===== config.mk =====
export PLATFORM = sky130hd
export DESIGN_NAME = hdb_port
export DESIGN_NICKNAME = d
export VERILOG_FILES = /design/src/hdb_pkg.sv /design/src/hdb_port.sv
export SDC_FILE = /design/constraint.sdc
export NUM_CORES = 1
export LEC_CHECK = 0
export BUFFER_PORTS_ARGS = -buffer_cell sky130_fd_sc_hd__buf_2
export CAP_MARGIN = 0
export CELL_PAD_IN_SITES_DETAIL_PLACEMENT = 1
export CELL_PAD_IN_SITES_GLOBAL_PLACEMENT = 1
export CORE_UTILIZATION = 29
export DETAILED_ROUTE_END_ITERATION = 16
export PLACE_DENSITY_LB_ADDON = 0.08
export SLEW_MARGIN = 20
export SYNTH_ARGS = -nofsm -noshare
export SYNTH_HDL_FRONTEND = slang
export SYNTH_SLANG_ARGS = --single-unit

===== constraint.sdc =====
create_clock -name pclk -period 3.82 [get_ports pclk]
set_clock_uncertainty 0.15 [all_clocks]
set_input_delay 0 -clock pclk [delete_from_list [all_inputs] [get_ports pclk]]
set_output_delay 0 -clock pclk [all_outputs]
set_load 0.005 [all_outputs]

===== src/hdb_pkg.sv =====
// How it works
// - Value bits 8,4,2,1 drive lines 4..1
// - Pattern read back as its plain value
// - Defaults hold clear pattern at 15
// - Host converts prefixed formats into plain value
// - High line floats, low line sinks
// - Pass pattern driven when all tests pass
// - Auto-clear returns port to clear pattern
// - Pattern held for width in 10 us steps
// - Clear pattern is the idle state
// - End-of-test mode strobes line 4
// - Busy modes drive line 4 during test
// - Immediate arm starts test at once
// - Falling start input begins test
// - Rising start input begins test
// - Either edge begins test
// - Two enabled limit tests with bounds
// - Second start request aborts testing
// - Lines 1-3 outlast line 4 by 20 us
// - Busy modes override clear bit of line 4
package hdb_pkg;

	localparam logic [7:0] ADDR_CTRL    = 8'h00;
	localparam logic [7:0] ADDR_CLR_PAT = 8'h04;
	localparam logic [7:0] ADDR_PASS    = 8'h08;
	localparam logic [7:0] ADDR_FAIL    = 8'h0c;
	localparam logic [7:0] ADDR_WIDTH   = 8'h10;
	localparam logic [7:0] ADDR_L1_UP   = 8'h14;
	localparam logic [7:0] ADDR_L1_LO   = 8'h18;
	localparam logic [7:0] ADDR_L2_UP   = 8'h1c;
	localparam logic [7:0] ADDR_L2_LO   = 8'h20;
	localparam logic [7:0] ADDR_CMD     = 8'h24;
	localparam logic [7:0] ADDR_STATUS  = 8'h28;

	// CTRL fields
	localparam int CTRL_AUTO  = 0;
	localparam int CTRL_LF_LO = 1;
	localparam int CTRL_ARM_LO = 3;
	localparam int CTRL_L1_EN = 5;
	localparam int CTRL_L2_EN = 6;
	// CMD fields
	localparam int CMD_START = 0;
	localparam int CMD_CLEAR = 1;

	localparam logic [6:0]  CTRL_RST  = 7'h00;
	localparam logic [3:0]  PAT_RST   = 4'hf;
	localparam logic [7:0]  FAIL_RST  = 8'hff;
	localparam logic [22:0] WIDTH_RST = 23'h00000a;
	localparam logic [31:0] UP_RST    = 32'h00000001;
	localparam logic [31:0] LO_RST    = 32'hffffffff;

	localparam int CLK_NS      = 10;
	localparam int STEP_US     = 10;
	localparam int SKEW_US     = 20;
	localparam int STEP_CYC    = STEP_US * 1000 / CLK_NS;
	localparam int SKEW_STEPS  = SKEW_US / STEP_US;

	typedef enum logic [1:0] {
		LF_STROBE  = 2'h0,
		LF_BUSY_HI = 2'h1,
		LF_BUSY_LO = 2'h2
	} hdb_line4_t;

	typedef enum logic [1:0] {
		ARM_NOW  = 2'h0,
		ARM_FALL = 2'h1,
		ARM_RISE = 2'h2,
		ARM_BOTH = 2'h3
	} hdb_arm_t;

	typedef enum logic [4:0] {
		ST_IDLE  = 5'b00001,
		ST_ARMED = 5'b00010,
		ST_TEST  = 5'b00100,
		ST_DRIVE = 5'b01000,
		ST_HOLD  = 5'b10000
	} hdb_state_t;

	typedef struct packed {
		logic               valid;
		logic signed [31:0] value;
	} hdb_meas_t;

endpackage


===== src/hdb_port.sv =====
`timescale 1ns/1ns
module hdb_port
	import hdb_pkg::*;
(
	// Clock and reset
	input  wire logic        pclk,
	input  wire logic        presetn,
	// APB slave
	input  wire logic        psel,
	input  wire logic        penable,
	input  wire logic        pwrite,
	input  wire logic [7:0]  paddr,
	input  wire logic [31:0] pwdata,
	output logic             pready,
	output logic [31:0]      prdata,
	output logic             pslverr,
	// Measurement result
	input  wire hdb_meas_t   meas,
	// Handler pins
	input  wire logic        start_of_test_input,
	input  wire logic [3:0]  line_i,
	output logic [3:0]       line_o,
	output logic [3:0]       line_oe_n
);

	logic [6:0]  ctrl_r;
	logic [3:0]  clr_pat_r;
	logic [3:0]  pass_pat_r;
	logic [7:0]  fail_pat_r;
	logic [22:0] width_r;
	logic [31:0] l1_up_r, l1_lo_r, l2_up_r, l2_lo_r;
	hdb_state_t  state_r, state_nxt;
	logic [3:0]  pat_r, pat_nxt;
	logic [9:0]  tick_r;
	logic [22:0] step_r;
	logic [3:0]  lines_nxt;
	logic [3:0]  line_s1_r, line_in_r;
	logic        start_s1_r, start_s2_r, start_s3_r;
	logic        pready_r, pslverr_r;
	logic [31:0] prdata_r, rd_nxt;
	logic        hit, wr_en, start_req, clear_req, edge_go, last_step;
	logic        fail1, fail2;
	hdb_line4_t  lf;
	hdb_arm_t    arm;

	assign lf  = hdb_line4_t'(ctrl_r[CTRL_LF_LO +: 2]);
	assign arm = hdb_arm_t'(ctrl_r[CTRL_ARM_LO +: 2]);
	assign wr_en = psel && penable && pready_r && pwrite && !pslverr_r;
	assign start_req = wr_en && paddr == ADDR_CMD && pwdata[CMD_START];
	assign clear_req = wr_en && paddr == ADDR_CMD && pwdata[CMD_CLEAR];

	// Register read mux and decode
	always_comb begin
		hit = 1'b1;
		rd_nxt = 32'h0;
		unique case (paddr)
			ADDR_CTRL:    rd_nxt = {25'h0, ctrl_r};
			ADDR_CLR_PAT: rd_nxt = {28'h0, clr_pat_r};
			ADDR_PASS:    rd_nxt = {28'h0, pass_pat_r};
			ADDR_FAIL:    rd_nxt = {24'h0, fail_pat_r};
			ADDR_WIDTH:   rd_nxt = {9'h0, width_r};
			ADDR_L1_UP:   rd_nxt = l1_up_r;
			ADDR_L1_LO:   rd_nxt = l1_lo_r;
			ADDR_L2_UP:   rd_nxt = l2_up_r;
			ADDR_L2_LO:   rd_nxt = l2_lo_r;
			ADDR_CMD:     rd_nxt = 32'h0;
			ADDR_STATUS:  rd_nxt = {19'h0, line_in_r, line_oe_n, state_r};
			default:      hit = 1'b0;
		endcase
	end

	// Zero-wait answer: ready and data are registered in the setup cycle
	always_ff @(posedge pclk or negedge presetn) begin
		if (!presetn) begin
			pready_r  <= 1'b0;
			pslverr_r <= 1'b0;
			prdata_r  <= 32'h0;
		end else begin
			pready_r  <= psel && !penable;
			pslverr_r <= psel && !penable && !hit;
			prdata_r  <= (psel && !penable && hit && !pwrite) ? rd_nxt : 32'h0;
		end
	end

	// Configuration registers; the host turns prefixed formats into plain values
	always_ff @(posedge pclk or negedge presetn) begin
		if (!presetn) begin
			ctrl_r     <= CTRL_RST;
			clr_pat_r  <= PAT_RST;
			pass_pat_r <= PAT_RST;
			fail_pat_r <= FAIL_RST;
			width_r    <= WIDTH_RST;
			l1_up_r    <= UP_RST;
			l1_lo_r    <= LO_RST;
			l2_up_r    <= UP_RST;
			l2_lo_r    <= LO_RST;
		end else if (wr_en) begin
			unique case (paddr)
				ADDR_CTRL:    ctrl_r <= pwdata[6:0];
				ADDR_CLR_PAT: clr_pat_r <= pwdata[3:0];
				ADDR_PASS:    pass_pat_r <= pwdata[3:0];
				ADDR_FAIL:    fail_pat_r <= pwdata[7:0];
				ADDR_WIDTH:   width_r <= pwdata[22:0];
				ADDR_L1_UP:   l1_up_r <= pwdata;
				ADDR_L1_LO:   l1_lo_r <= pwdata;
				ADDR_L2_UP:   l2_up_r <= pwdata;
				ADDR_L2_LO:   l2_lo_r <= pwdata;
				default:      ;
			endcase
		end
	end

	// Start input synchroniser and edge detect
	always_ff @(posedge pclk or negedge presetn) begin
		if (!presetn) begin
			start_s1_r <= 1'b1;
			start_s2_r <= 1'b1;
			start_s3_r <= 1'b1;
			line_s1_r  <= 4'hf;
			line_in_r  <= 4'hf;
		end else begin
			start_s1_r <= start_of_test_input;
			start_s2_r <= start_s1_r;
			start_s3_r <= start_s2_r;
			line_s1_r  <= line_i;
			line_in_r  <= line_s1_r;
		end
	end

	always_comb begin
		unique case (arm)
			ARM_FALL: edge_go = !start_s2_r && start_s3_r;
			ARM_RISE: edge_go = start_s2_r && !start_s3_r;
			ARM_BOTH: edge_go = start_s2_r != start_s3_r;
			default:  edge_go = 1'b0;
		endcase
	end

	// Limit tests, signed compare against both bounds
	assign fail1 = ctrl_r[CTRL_L1_EN] && (meas.value > $signed(l1_up_r) ||
		meas.value < $signed(l1_lo_r));
	assign fail2 = ctrl_r[CTRL_L2_EN] && (meas.value > $signed(l2_up_r) ||
		meas.value < $signed(l2_lo_r));
	assign last_step = tick_r == 10'(STEP_CYC - 1) &&
		step_r == width_r + 23'(SKEW_STEPS - 1);

	always_comb begin
		state_nxt = state_r;
		pat_nxt = pat_r;
		unique case (state_r)
			ST_IDLE, ST_HOLD: begin
				if (start_req) begin
					state_nxt = (arm == ARM_NOW) ? ST_TEST : ST_ARMED;
				end else if (clear_req) begin
					state_nxt = ST_IDLE;
				end
			end
			ST_ARMED: begin
				if (start_req) begin
					state_nxt = ST_IDLE;
				end else if (edge_go) begin
					state_nxt = ST_TEST;
				end
			end
			ST_TEST: begin
				if (start_req) begin
					state_nxt = ST_IDLE;
				end else if (meas.valid) begin
					state_nxt = ST_DRIVE;
					if (fail1) begin
						pat_nxt = fail_pat_r[3:0];
					end else if (fail2) begin
						pat_nxt = fail_pat_r[7:4];
					end else begin
						pat_nxt = pass_pat_r;
					end
				end
			end
			ST_DRIVE: begin
				if (start_req || clear_req) begin
					state_nxt = ST_IDLE;
				end else if (last_step) begin
					state_nxt = ctrl_r[CTRL_AUTO] ? ST_IDLE : ST_HOLD;
				end
			end
		endcase
	end

	always_ff @(posedge pclk or negedge presetn) begin
		if (!presetn) begin
			state_r <= ST_IDLE;
			pat_r   <= PAT_RST;
		end else begin
			state_r <= state_nxt;
			pat_r   <= pat_nxt;
		end
	end

	// Pulse timing in 10 us steps
	always_ff @(posedge pclk or negedge presetn) begin
		if (!presetn) begin
			tick_r <= 10'h0;
			step_r <= 23'h0;
		end else if (state_r != ST_DRIVE) begin
			tick_r <= 10'h0;
			step_r <= 23'h0;
		end else if (tick_r == 10'(STEP_CYC - 1)) begin
			tick_r <= 10'h0;
			step_r <= step_r + 23'h1;
		end else begin
			tick_r <= tick_r + 10'h1;
		end
	end

	// Line levels; line 4 strobes one step late and ends one step early
	always_comb begin
		lines_nxt = clr_pat_r;
		if (state_r == ST_DRIVE) begin
			lines_nxt[2:0] = pat_r[2:0];
			if (step_r >= 23'h1 && step_r <= width_r) begin
				lines_nxt[3] = pat_r[3];
			end
		end else if (state_r == ST_HOLD) begin
			lines_nxt = pat_r;
		end
		if (lf != LF_STROBE) begin
			lines_nxt[3] = (state_r == ST_TEST) == (lf == LF_BUSY_HI);
		end
	end

	// Open-collector drive: high releases the line, low sinks it
	always_ff @(posedge pclk or negedge presetn) begin
		if (!presetn) begin
			line_oe_n <= 4'hf;
			line_o    <= 4'h0;
		end else begin
			line_oe_n <= lines_nxt;
			line_o    <= 4'h0;
		end
	end

	assign pready  = pready_r;
	assign pslverr = pslverr_r;
	assign prdata  = prdata_r;
endmodule


# ---- Yosys cells after proc, flatten, opt, wreduce, memory -nomap -nowiden
# Cells that the tools add are included.
dict set report op_classes {
  n_addsub 3
  order_cmp 6
  eq_ne 28
  n_mux 25
  bitwise 1
  reduce_logical 43
}
# operator n
set ops {}
lappend ops {{$pmux 32 s10} 1}
lappend ops {{$gt 32x32->1} 2}
lappend ops {{$lt 32x32->1} 2}
lappend ops {{$add 23x1->23 const B} 2}
lappend ops {{$mux 23} 2}
lappend ops {{$mux 5} 9}
lappend ops {{$eq 8x5->1 const B} 4}
lappend ops {{$mux 32} 1}
lappend ops {{$eq 8x6->1 const B} 3}
lappend ops {{$eq 23x23->1} 1}
lappend ops {{$ge 23x1->1 const B} 1}
lappend ops {{$le 23x23->1} 1}
lappend ops {{$mux 10} 2}
lappend ops {{$pmux 5 s4} 1}
lappend ops {{$reduce_and 2->1} 9}
lappend ops {{$logic_and 1x1->1} 17}
lappend ops {{$eq 8x4->1 const B} 2}
lappend ops {{$mux 4} 4}
lappend ops {{$ne 3x3->1 const B} 4}
lappend ops {{$reduce_or 11->1} 1}
lappend ops {{$add 10x1->10 const B} 1}
lappend ops {{$eq 10x10->1 const B} 1}
lappend ops {{$eq 8x3->1 const B} 1}
lappend ops {{$logic_not 8->1} 1}
lappend ops {{other kinds (21)} 33}
dict set report totals {
  ff_bits 265
  input_bits 83
  output_inout_bits 42
  word_cells 128
}

# ---- Depth between registers and ports, before layout
# Gate-level depths: netlist of the first run.
dict set report depth {
  ltp_word 9
  depth_mapped 11
  depth_no_buf 11
}

# ---- Worst setup path before layout of the first run
# OpenSTA, ideal clock, no wires.
dict set report synth_timing {
  path_type {register -> register}
  startpoint {reg l1_lo_r[1]}
  endpoint {reg pat_r[0]}
  setup_ns 0.085
  arrival_ns 2.359
  t_required_ns 3.585
  path_slack_ns 1.226
  path_stages_with_launch 12
  path_buffers 0
  synth_period_minus_slack_ns 2.594
  path_cell_list {dfstp_2 inv_1 ha_1 o21ai_1 a21oi_1 or3_1 a211oi_2 nor3_1 o41ai_2 a32oi_1 or2_1 o221ai_1}
}
dict set report synth_via {
  elab_chain_len 4
}
# element line_no
set synth_lines {}
lappend synth_lines {{start: declaration} hdb_port.sv:31} ;# logic [31:0] l1_up_r, l1_lo_r, l2_up_r, l2_lo_r;
lappend synth_lines {{start signal: assignment} hdb_port.sv:105} ;# ADDR_L1_LO: l1_lo_r <= pwdata;
lappend synth_lines {{$lt 32x32->1} hdb_port.sv:141} ;# meas.value < $signed(l1_lo_r));
lappend synth_lines {{$logic_or 1x1->1} hdb_port.sv:140} ;# assign fail1 = ctrl_r[CTRL_L1_EN] && (meas.value > $signed(l1_up_r) ||
lappend synth_lines {{$logic_and 1x1->1} hdb_port.sv:140}
lappend synth_lines {{$mux 4} hdb_port.sv:170} ;# if (fail1) begin
lappend synth_lines {{end signal: assignment} hdb_port.sv:195} ;# pat_r <= pat_nxt;
lappend synth_lines {{end: declaration} hdb_port.sv:33} ;# logic [3:0] pat_r, pat_nxt;
# No other way between the ends.
# A chain may end at the register's enable or synchronous reset.

# ---- Final worst setup path of the first run
dict set report layout_timing {
  startpoint {reg l2_lo_r[2]}
  endpoint {reg pat_r[3]}
}
dict set report layout_via {
  elab_chain_len 5
}
# element line_no
set layout_lines {}
lappend layout_lines {{start: declaration} hdb_port.sv:31}
lappend layout_lines {{start signal: assignment} hdb_port.sv:107} ;# ADDR_L2_LO: l2_lo_r <= pwdata;
lappend layout_lines {{$lt 32x32->1} hdb_port.sv:143} ;# meas.value < $signed(l2_lo_r));
lappend layout_lines {{$logic_or 1x1->1} hdb_port.sv:142} ;# assign fail2 = ctrl_r[CTRL_L2_EN] && (meas.value > $signed(l2_up_r) ||
lappend layout_lines {{$logic_and 1x1->1} hdb_port.sv:142}
lappend layout_lines {{$mux 4} hdb_port.sv:172} ;# end else if (fail2) begin
lappend layout_lines {{$mux 4} hdb_port.sv:170}
# No other way between the ends.

==> results of run 1 <==
-- kinds of logic after synthesis --
logic type	count (synthesis)	synth area share, %
and+or+nand+nor	321	10.7
AOI/OAI and AO/OA	306	13.2
DFF	265	42.5
buffers and inverters	213	5.22
muxes	187	13.2
adders and majority gates	155	12.2
xor gates and xnor gates	55	3.03
other	1	0.0236
-- worst min-delay path by stage --
| stage | startpoint | end | slack (ns) | depth (start not counted) |
|---|---|---|---|---|
| floorplan | presetn | ctrl_r[0] | -0.45 | 0 |
| global placement | presetn | prdata[24] | -0.05 | 1 |
| detailed placement | presetn | prdata[24] | -0.05 | 1 |
| CTS | paddr[2] | prdata[12] | 0.05 | 5 |
| global route | pwdata[29] | l1_up_r[29] | 0.11 | 3 |
| finish | paddr[2] | prdata[12] | 0.08 | 5 |
-- per-stage QoR --
step           worst slack (ns)  hold WS [ns]  area [um^2]  power [uW]
2_1_floorplan              1.23        -0.446        15900        3130
3_3_place_gp              0.134       -0.0508        17400        3380
3_5_place_dp              0.115       -0.0452        17500        3390
4_1_cts                  0.0985        0.0504        19200        6990
5_1_grt                  0.0256         0.114        19200        7150
6_report                  0.112        0.0816        19200        6850
-- layer usage --
metal,global-route usage (%),vias up,part of all wire [%]
li1,-,5844,-
met1,27.2,6412,46
met2,34.0,211,48
met3,3.10,68,3.4
met4,4.90,0,2.0
met5,0,-,0
-- worst max-delay path: cells and delay by family, from the launching register on --
family	cells	cell delay, ns
multiplexers	1	0.25
buffers and inverters	1	0.04
AO/OA/AOI/OAI	6	2.09
flip-flops	1	0.55
AND/OR/NAND/NOR	2	0.27
adder cells (fa/ha/maj)	1	0.27
-- what timing repair did --
item,4_1_cts,5_1_grt
setup endpoints to repair,0,0
hold buffers,55,0
hold endpoints to repair,367,0
-- synth_stat cells (5+ instances only) --
library cell / count
dfstp_2: 104
inv_1: 162
mux2i_1: 10
nand4_1: 37
buf_4: 5
nor4_1: 14
ha_1: 155
nand2_1: 72
a31oi_1: 17
buf_1: 9
o21ai_0: 37
o31ai_1: 6
nor2b_1: 11
nand3_1: 33
a22o_1: 12
nor2_1: 72
a22oi_1: 58
mux2_1: 7
a211oi_1: 6
o21a_1: 5
buf_2: 10
a221oi_1: 13
and3_1: 13
mux2_2: 170
clkbuf_1: 27
a222oi_1: 11
xnor2_1: 29
and2_1: 5
a21oi_1: 82
a21o_1: 15
dfrtp_1: 161
nor3_1: 15
or4_1: 6
xor2_1: 26
o211ai_1: 9
-- sequential cells by signal, indices dropped and copies added, names as in the netlist, 4 cells and up --
register,flops
l1_lo_r,32
l1_up_r,32
l2_lo_r,32
l2_up_r,32
prdata,32
step_r,23
width_r,23
tick_r,10
fail_pat_r,8
ctrl_r,7
state_r,5
clr_pat_r,4
line_in_r,4
line_oe_n,4
line_s1_r,4
pass_pat_r,4
pat_r,4
-- area by class of cell --
cell class / count / share of cell area [%]
Clock inverter: 12 / 0.944
Tap cell: 696 / 4.53
Sequential cell: 265 / 35.2
Inverter: 162 / 3.16
Multi-Input combinational cell: 1028 / 43.6
Clock buffer: 53 / 5.33
Timing Repair Buffer: 200 / 7.30
-- power by group through the flow --
stage	sequential (uW)	combinational, uW	clock (uW)
2_1_floorplan	2900	225	0
3_3_place_gp	2910	466	0
3_5_place_dp	2920	475	0
4_1_cts	2870	525	3600
5_1_grt	2870	581	3700
6_report	2870	512	3470
==> metrics.txt, run 1 <==
largest net degree at the start of global routing 73; FP Rows 85; Final #Nets 1,931; H-tree levels 2; clock-pin slew on the worst setup and hold paths 0.06 ns; Netlist cell types 78; Fin Setup TNS 0 ns; Synth top area share 25.3%; unrepaired setup endpoints after global routing false; sw power 1660 uW; status completed; IO Port Bufs 120; Post-CTS Resized 0; initial antenna violation count 1; worst r2r src l2_lo_r[2]; CTS Buf Count 36; cell mode on critical path o31ai_1; TritonRoute pass-1 iters 5; final non-filler cell total 2,416; residual DRC count 0; Crit. End Element flop; final period utilization 97.1%; most common cell after layout, fill and taps aside mux2_2; DR iter-0 viols 432; area grow syn2layout 20.8%; fmax 270 MHz; Worst EP required 4.14 ns; final count of hold timing violations 0; Slowest cell on crit path o31ai_1; CTS Buffer Depth 3; slowest cell delay on critical path 0.56 ns; clk_lat worst skew 0.56 ns; layout cells sized above 1 29.5%; worst vdd ir 0.000270 V; Core ar. 54,000 um^2; setup bufs post-CTS 0; Layout fillers 6,072; wire length after detailed routing 55.6 mm; dpl cells 2,296; Antenna Cells 0; RR Endpoint pat_r[3]; worst setup path start l2_lo_r[2]; end point of the critical path pat_r[3]; post-route ant nets 0; Synth Cell Area 15,900 um^2; vias per std cell 5.19; die area 55,800 um^2; Die H 236 um; RePlAce Congestion 0.793; multi-input logic area 8370 um^2; worst reg2reg path depth 11; Setup-failing EPs final 0; CTS tree built; worst-path fanout max 4; Clock Power Share 50.6%; #FFs+latches synth 265; cell internal pwr 5180 uW; post-synthesis async set-or-reset flop share 100%; clock sink count 265; via count of the first global-routing pass 13,500; Seq. cell area 6760 um^2; Overflow after GRT 0; post-synthesis sequential area ratio 42.5%; utilization after layout 35.6%; Setup Crit Path Kind reg2reg; sequential share of power 41.9%; Hold Path Class in2reg; slew at the pin closest to its max-slew limit 1.06 ns; reg-to-reg slack, setup 0.11 ns; most frequent cells in the layout mux2_2 (170), inv_1 (162), dfrtp_1 (161); wire length per cell 23.0 um; number of max-cap violations 0; worst path cell trace inv_1 -> ha_1 -> o21a_1 -> nor2_1 -> o31ai_1 -> a2111oi_1 -> o31ai_1 -> nand2_1 -> o31ai_4 -> mux2i_1 -> o221ai_1; IO Pins 125; Comb pwr share 7.5%; yosys warns 0; count of mapped cells out of synthesis 1,503; crit path DAT 4.03 ns; cell accounting for the most synthesized area dfrtp_1; Pleak 0.00828 uW; pwr dens 356 nW/um^2; all-layer global routing usage 20.2%; Post-synth EDFFs 0; vias 12,500; hpwl dp 40.7 mm; Slew HR 29.2%; syn avg cell area 10.6 um^2; Switching Share 24.3%; first-pass GRT wire length 85.3 mm; ys flop type dfrtp_1; Initial Util 29.5%; Slew Viols, Final 0; CP Launch Type flop; Die Wd 236 um; clock root cell clkbuf_16; final critical-path required period 3.71 ns; ranking of synthesized cells by area dfrtp_1 (25%), dfstp_2 (17%), ha_1 (12%)
No activity file was read; power rests on OpenSTA's default activity.
==> run 2, diff against run 1 <==
--- a/config.mk
+++ b/config.mk
@@ -7,8 +7,6 @@
 export LEC_CHECK = 0
 export BUFFER_PORTS_ARGS = -buffer_cell sky130_fd_sc_hd__buf_2
 export CAP_MARGIN = 0
-export CELL_PAD_IN_SITES_DETAIL_PLACEMENT = 1
-export CELL_PAD_IN_SITES_GLOBAL_PLACEMENT = 1
 export CORE_UTILIZATION = 29
 export DETAILED_ROUTE_END_ITERATION = 16
 export PLACE_DENSITY_LB_ADDON = 0.08
==> run 2 against run 1 <==
Effect of this change:
- sequential cell count unchanged
- design area grew 0.16%
- highest routed layer unchanged
- sequential power about the same
- worst setup slack improved by 0.037 ns
==> metrics.txt, run 2 (same netlist as run 1, synthesis figures left out) <==
status completed; Slew Viols, Final 0; CTS Buf Count 37; worst-path fanout max 4; TritonRoute pass-1 iters 5; area grow syn2layout 21.0%; FP Rows 85; multi-input logic area 8380 um^2; final period utilization 96.1%; Clock Power Share 51.1%; CTS Buffer Depth 3; Setup Crit Path Kind reg2reg; die area 55,800 um^2; all-layer global routing usage 19.7%; clock root cell clkbuf_16; CP Launch Type flop; Hold Path Class in2reg; clk_lat worst skew 0.55 ns; wire length per cell 22.4 um; crit path DAT 3.98 ns; Pleak 0.00831 uW; largest net degree at the start of global routing 77; worst path cell trace inv_1 -> ha_1 -> a2111oi_2 -> o31ai_2 -> a2111oi_1 -> o31ai_1 -> nand2_1 -> o31ai_4 -> mux2i_1 -> o221ai_1; Slowest cell on crit path a2111oi_1; final count of hold timing violations 0; CTS tree built; Fin Setup TNS 0 ns; wire length after detailed routing 54.3 mm; vias 12,300; hpwl dp 39.2 mm; most frequent cells in the layout mux2_2 (170), inv_1 (162), dfrtp_1 (161); DR iter-0 viols 558; IO Pins 125; clock sink count 265; number of max-cap violations 0; Crit. End Element flop; sw power 1700 uW; layout cells sized above 1 30.1%; fmax 272 MHz; post-route ant nets 0; Switching Share 24.6%; via count of the first global-routing pass 12,900; Seq. cell area 6760 um^2; Setup-failing EPs final 0; cell internal pwr 5210 uW; Initial Util 29.5%; first-pass GRT wire length 82.8 mm; Final #Nets 1,934; Overflow after GRT 0; RePlAce Congestion 0.827; H-tree levels 2; vias per std cell 5.10; worst vdd ir 0.000279 V; pwr dens 358 nW/um^2; sequential share of power 41.5%; initial antenna violation count 0; Comb pwr share 7.4%; Die Wd 236 um; residual DRC count 0; Worst EP required 4.13 ns; Slew HR 27.5%; utilization after layout 35.6%; IO Port Bufs 120; unrepaired setup endpoints after global routing false; Antenna Cells 0; slew at the pin closest to its max-slew limit 1.06 ns; Die H 236 um; final critical-path required period 3.67 ns; Layout fillers 5,492; slowest cell delay on critical path 0.96 ns; clock-pin slew on the worst setup and hold paths 0.05 ns; Core ar. 54,000 um^2; most common cell after layout, fill and taps aside mux2_2
==> run 2: cell count changes in the layout (fill, tap and decap cells not counted), moves of 2 or more <==
cell           previous run  this run
clkbuf_16                36        38
dlygate4sd3_1            54        50
buf_4                    22        29
clkbuf_8                  6        10
bufinv_16                 4         2
clkbuf_1                 11         9
==> run 2: critical path: cells and delay by family, from the launching register on <==
family	cells	cell delay, ns
AO/OA/AOI/OAI	6	2.17
adder cells (fa/ha/maj)	1	0.29
buffers and inverters	1	0.05
flip-flops	1	0.54
multiplexers	1	0.15
AND/OR/NAND/NOR	1	0.22
==> run 2: layer usage <==
| metal | share of wire, % | up-vias | global-route usage [%] |
|---|---|---|---|
| li1 | - | 5847 | - |
| met1 | 46 | 6192 | 26.2 |
| met2 | 48 | 229 | 33.1 |
| met3 | 3.6 | 69 | 3.19 |
| met4 | 2.2 | 0 | 5.12 |
| met5 | 0 | - | 0 |
==> run 2: area by class of cell <==
| class | instances | share of cell area [%] |
|---|---|---|
| Inverter | 162 | 3.16 |
| Multi-Input combinational cell | 1028 | 43.5 |
| Sequential cell | 265 | 35.1 |
| Timing Repair Buffer | 202 | 7.25 |
| Clock buffer | 57 | 5.83 |
| Tap cell | 696 | 4.52 |
| Clock inverter | 10 | 0.611 |
==> run 2: power by group through the flow <==
| stage | Clock, uW | Sequential (uW) | Combinational [uW] |
|---|---|---|---|
| floorplan | 0 | 2900 | 225 |
| global placement | 0 | 2910 | 471 |
| detailed placement | 0 | 2910 | 475 |
| CTS | 3650 | 2870 | 522 |
| global route | 3780 | 2870 | 581 |
| finish | 3530 | 2870 | 510 |
==> run 2: final timing paths <==
check / from / end / slack [ns] / depth (start not counted)
worst min-delay path: paddr[6] / pslverr / 0.02 / 4
worst max-delay path: l2_lo_r[1] / pat_r[1] / 0.15 / 10
max in group asynchronous: presetn / line_in_r[2] / 2.35 / 4
worst max register to register: l2_lo_r[1] / pat_r[1] / 0.15 / 10
worst min register to register: start_s1_r / start_s2_r / 0.20 / 0
min in group asynchronous: presetn / l2_up_r[6] / 0.37 / 3
==> run 2: timing repair <==
action,CTS,global route
hold buffers,51,0
endpoints found under the hold margin,302,0
endpoints found under the setup margin,1,0
gates resized for setup,1,0
buffers inserted,0,0
==> run 2: through the flow <==
stage	hold slack, ns	instances	setup slack, ns	area, um^2	power [uW]
2_1_floorplan	-0.446	1506	1.23	15900	3130
3_3_place_gp	-0.0428	2302	0.131	17500	3380
3_5_place_dp	-0.0410	2302	0.0588	17500	3390
4_1_cts	0.0106	2420	0.106	19300	7040
5_1_grt	0.0865	2420	0.0597	19300	7220
6_report	0.0197	2420	0.148	19300	6900
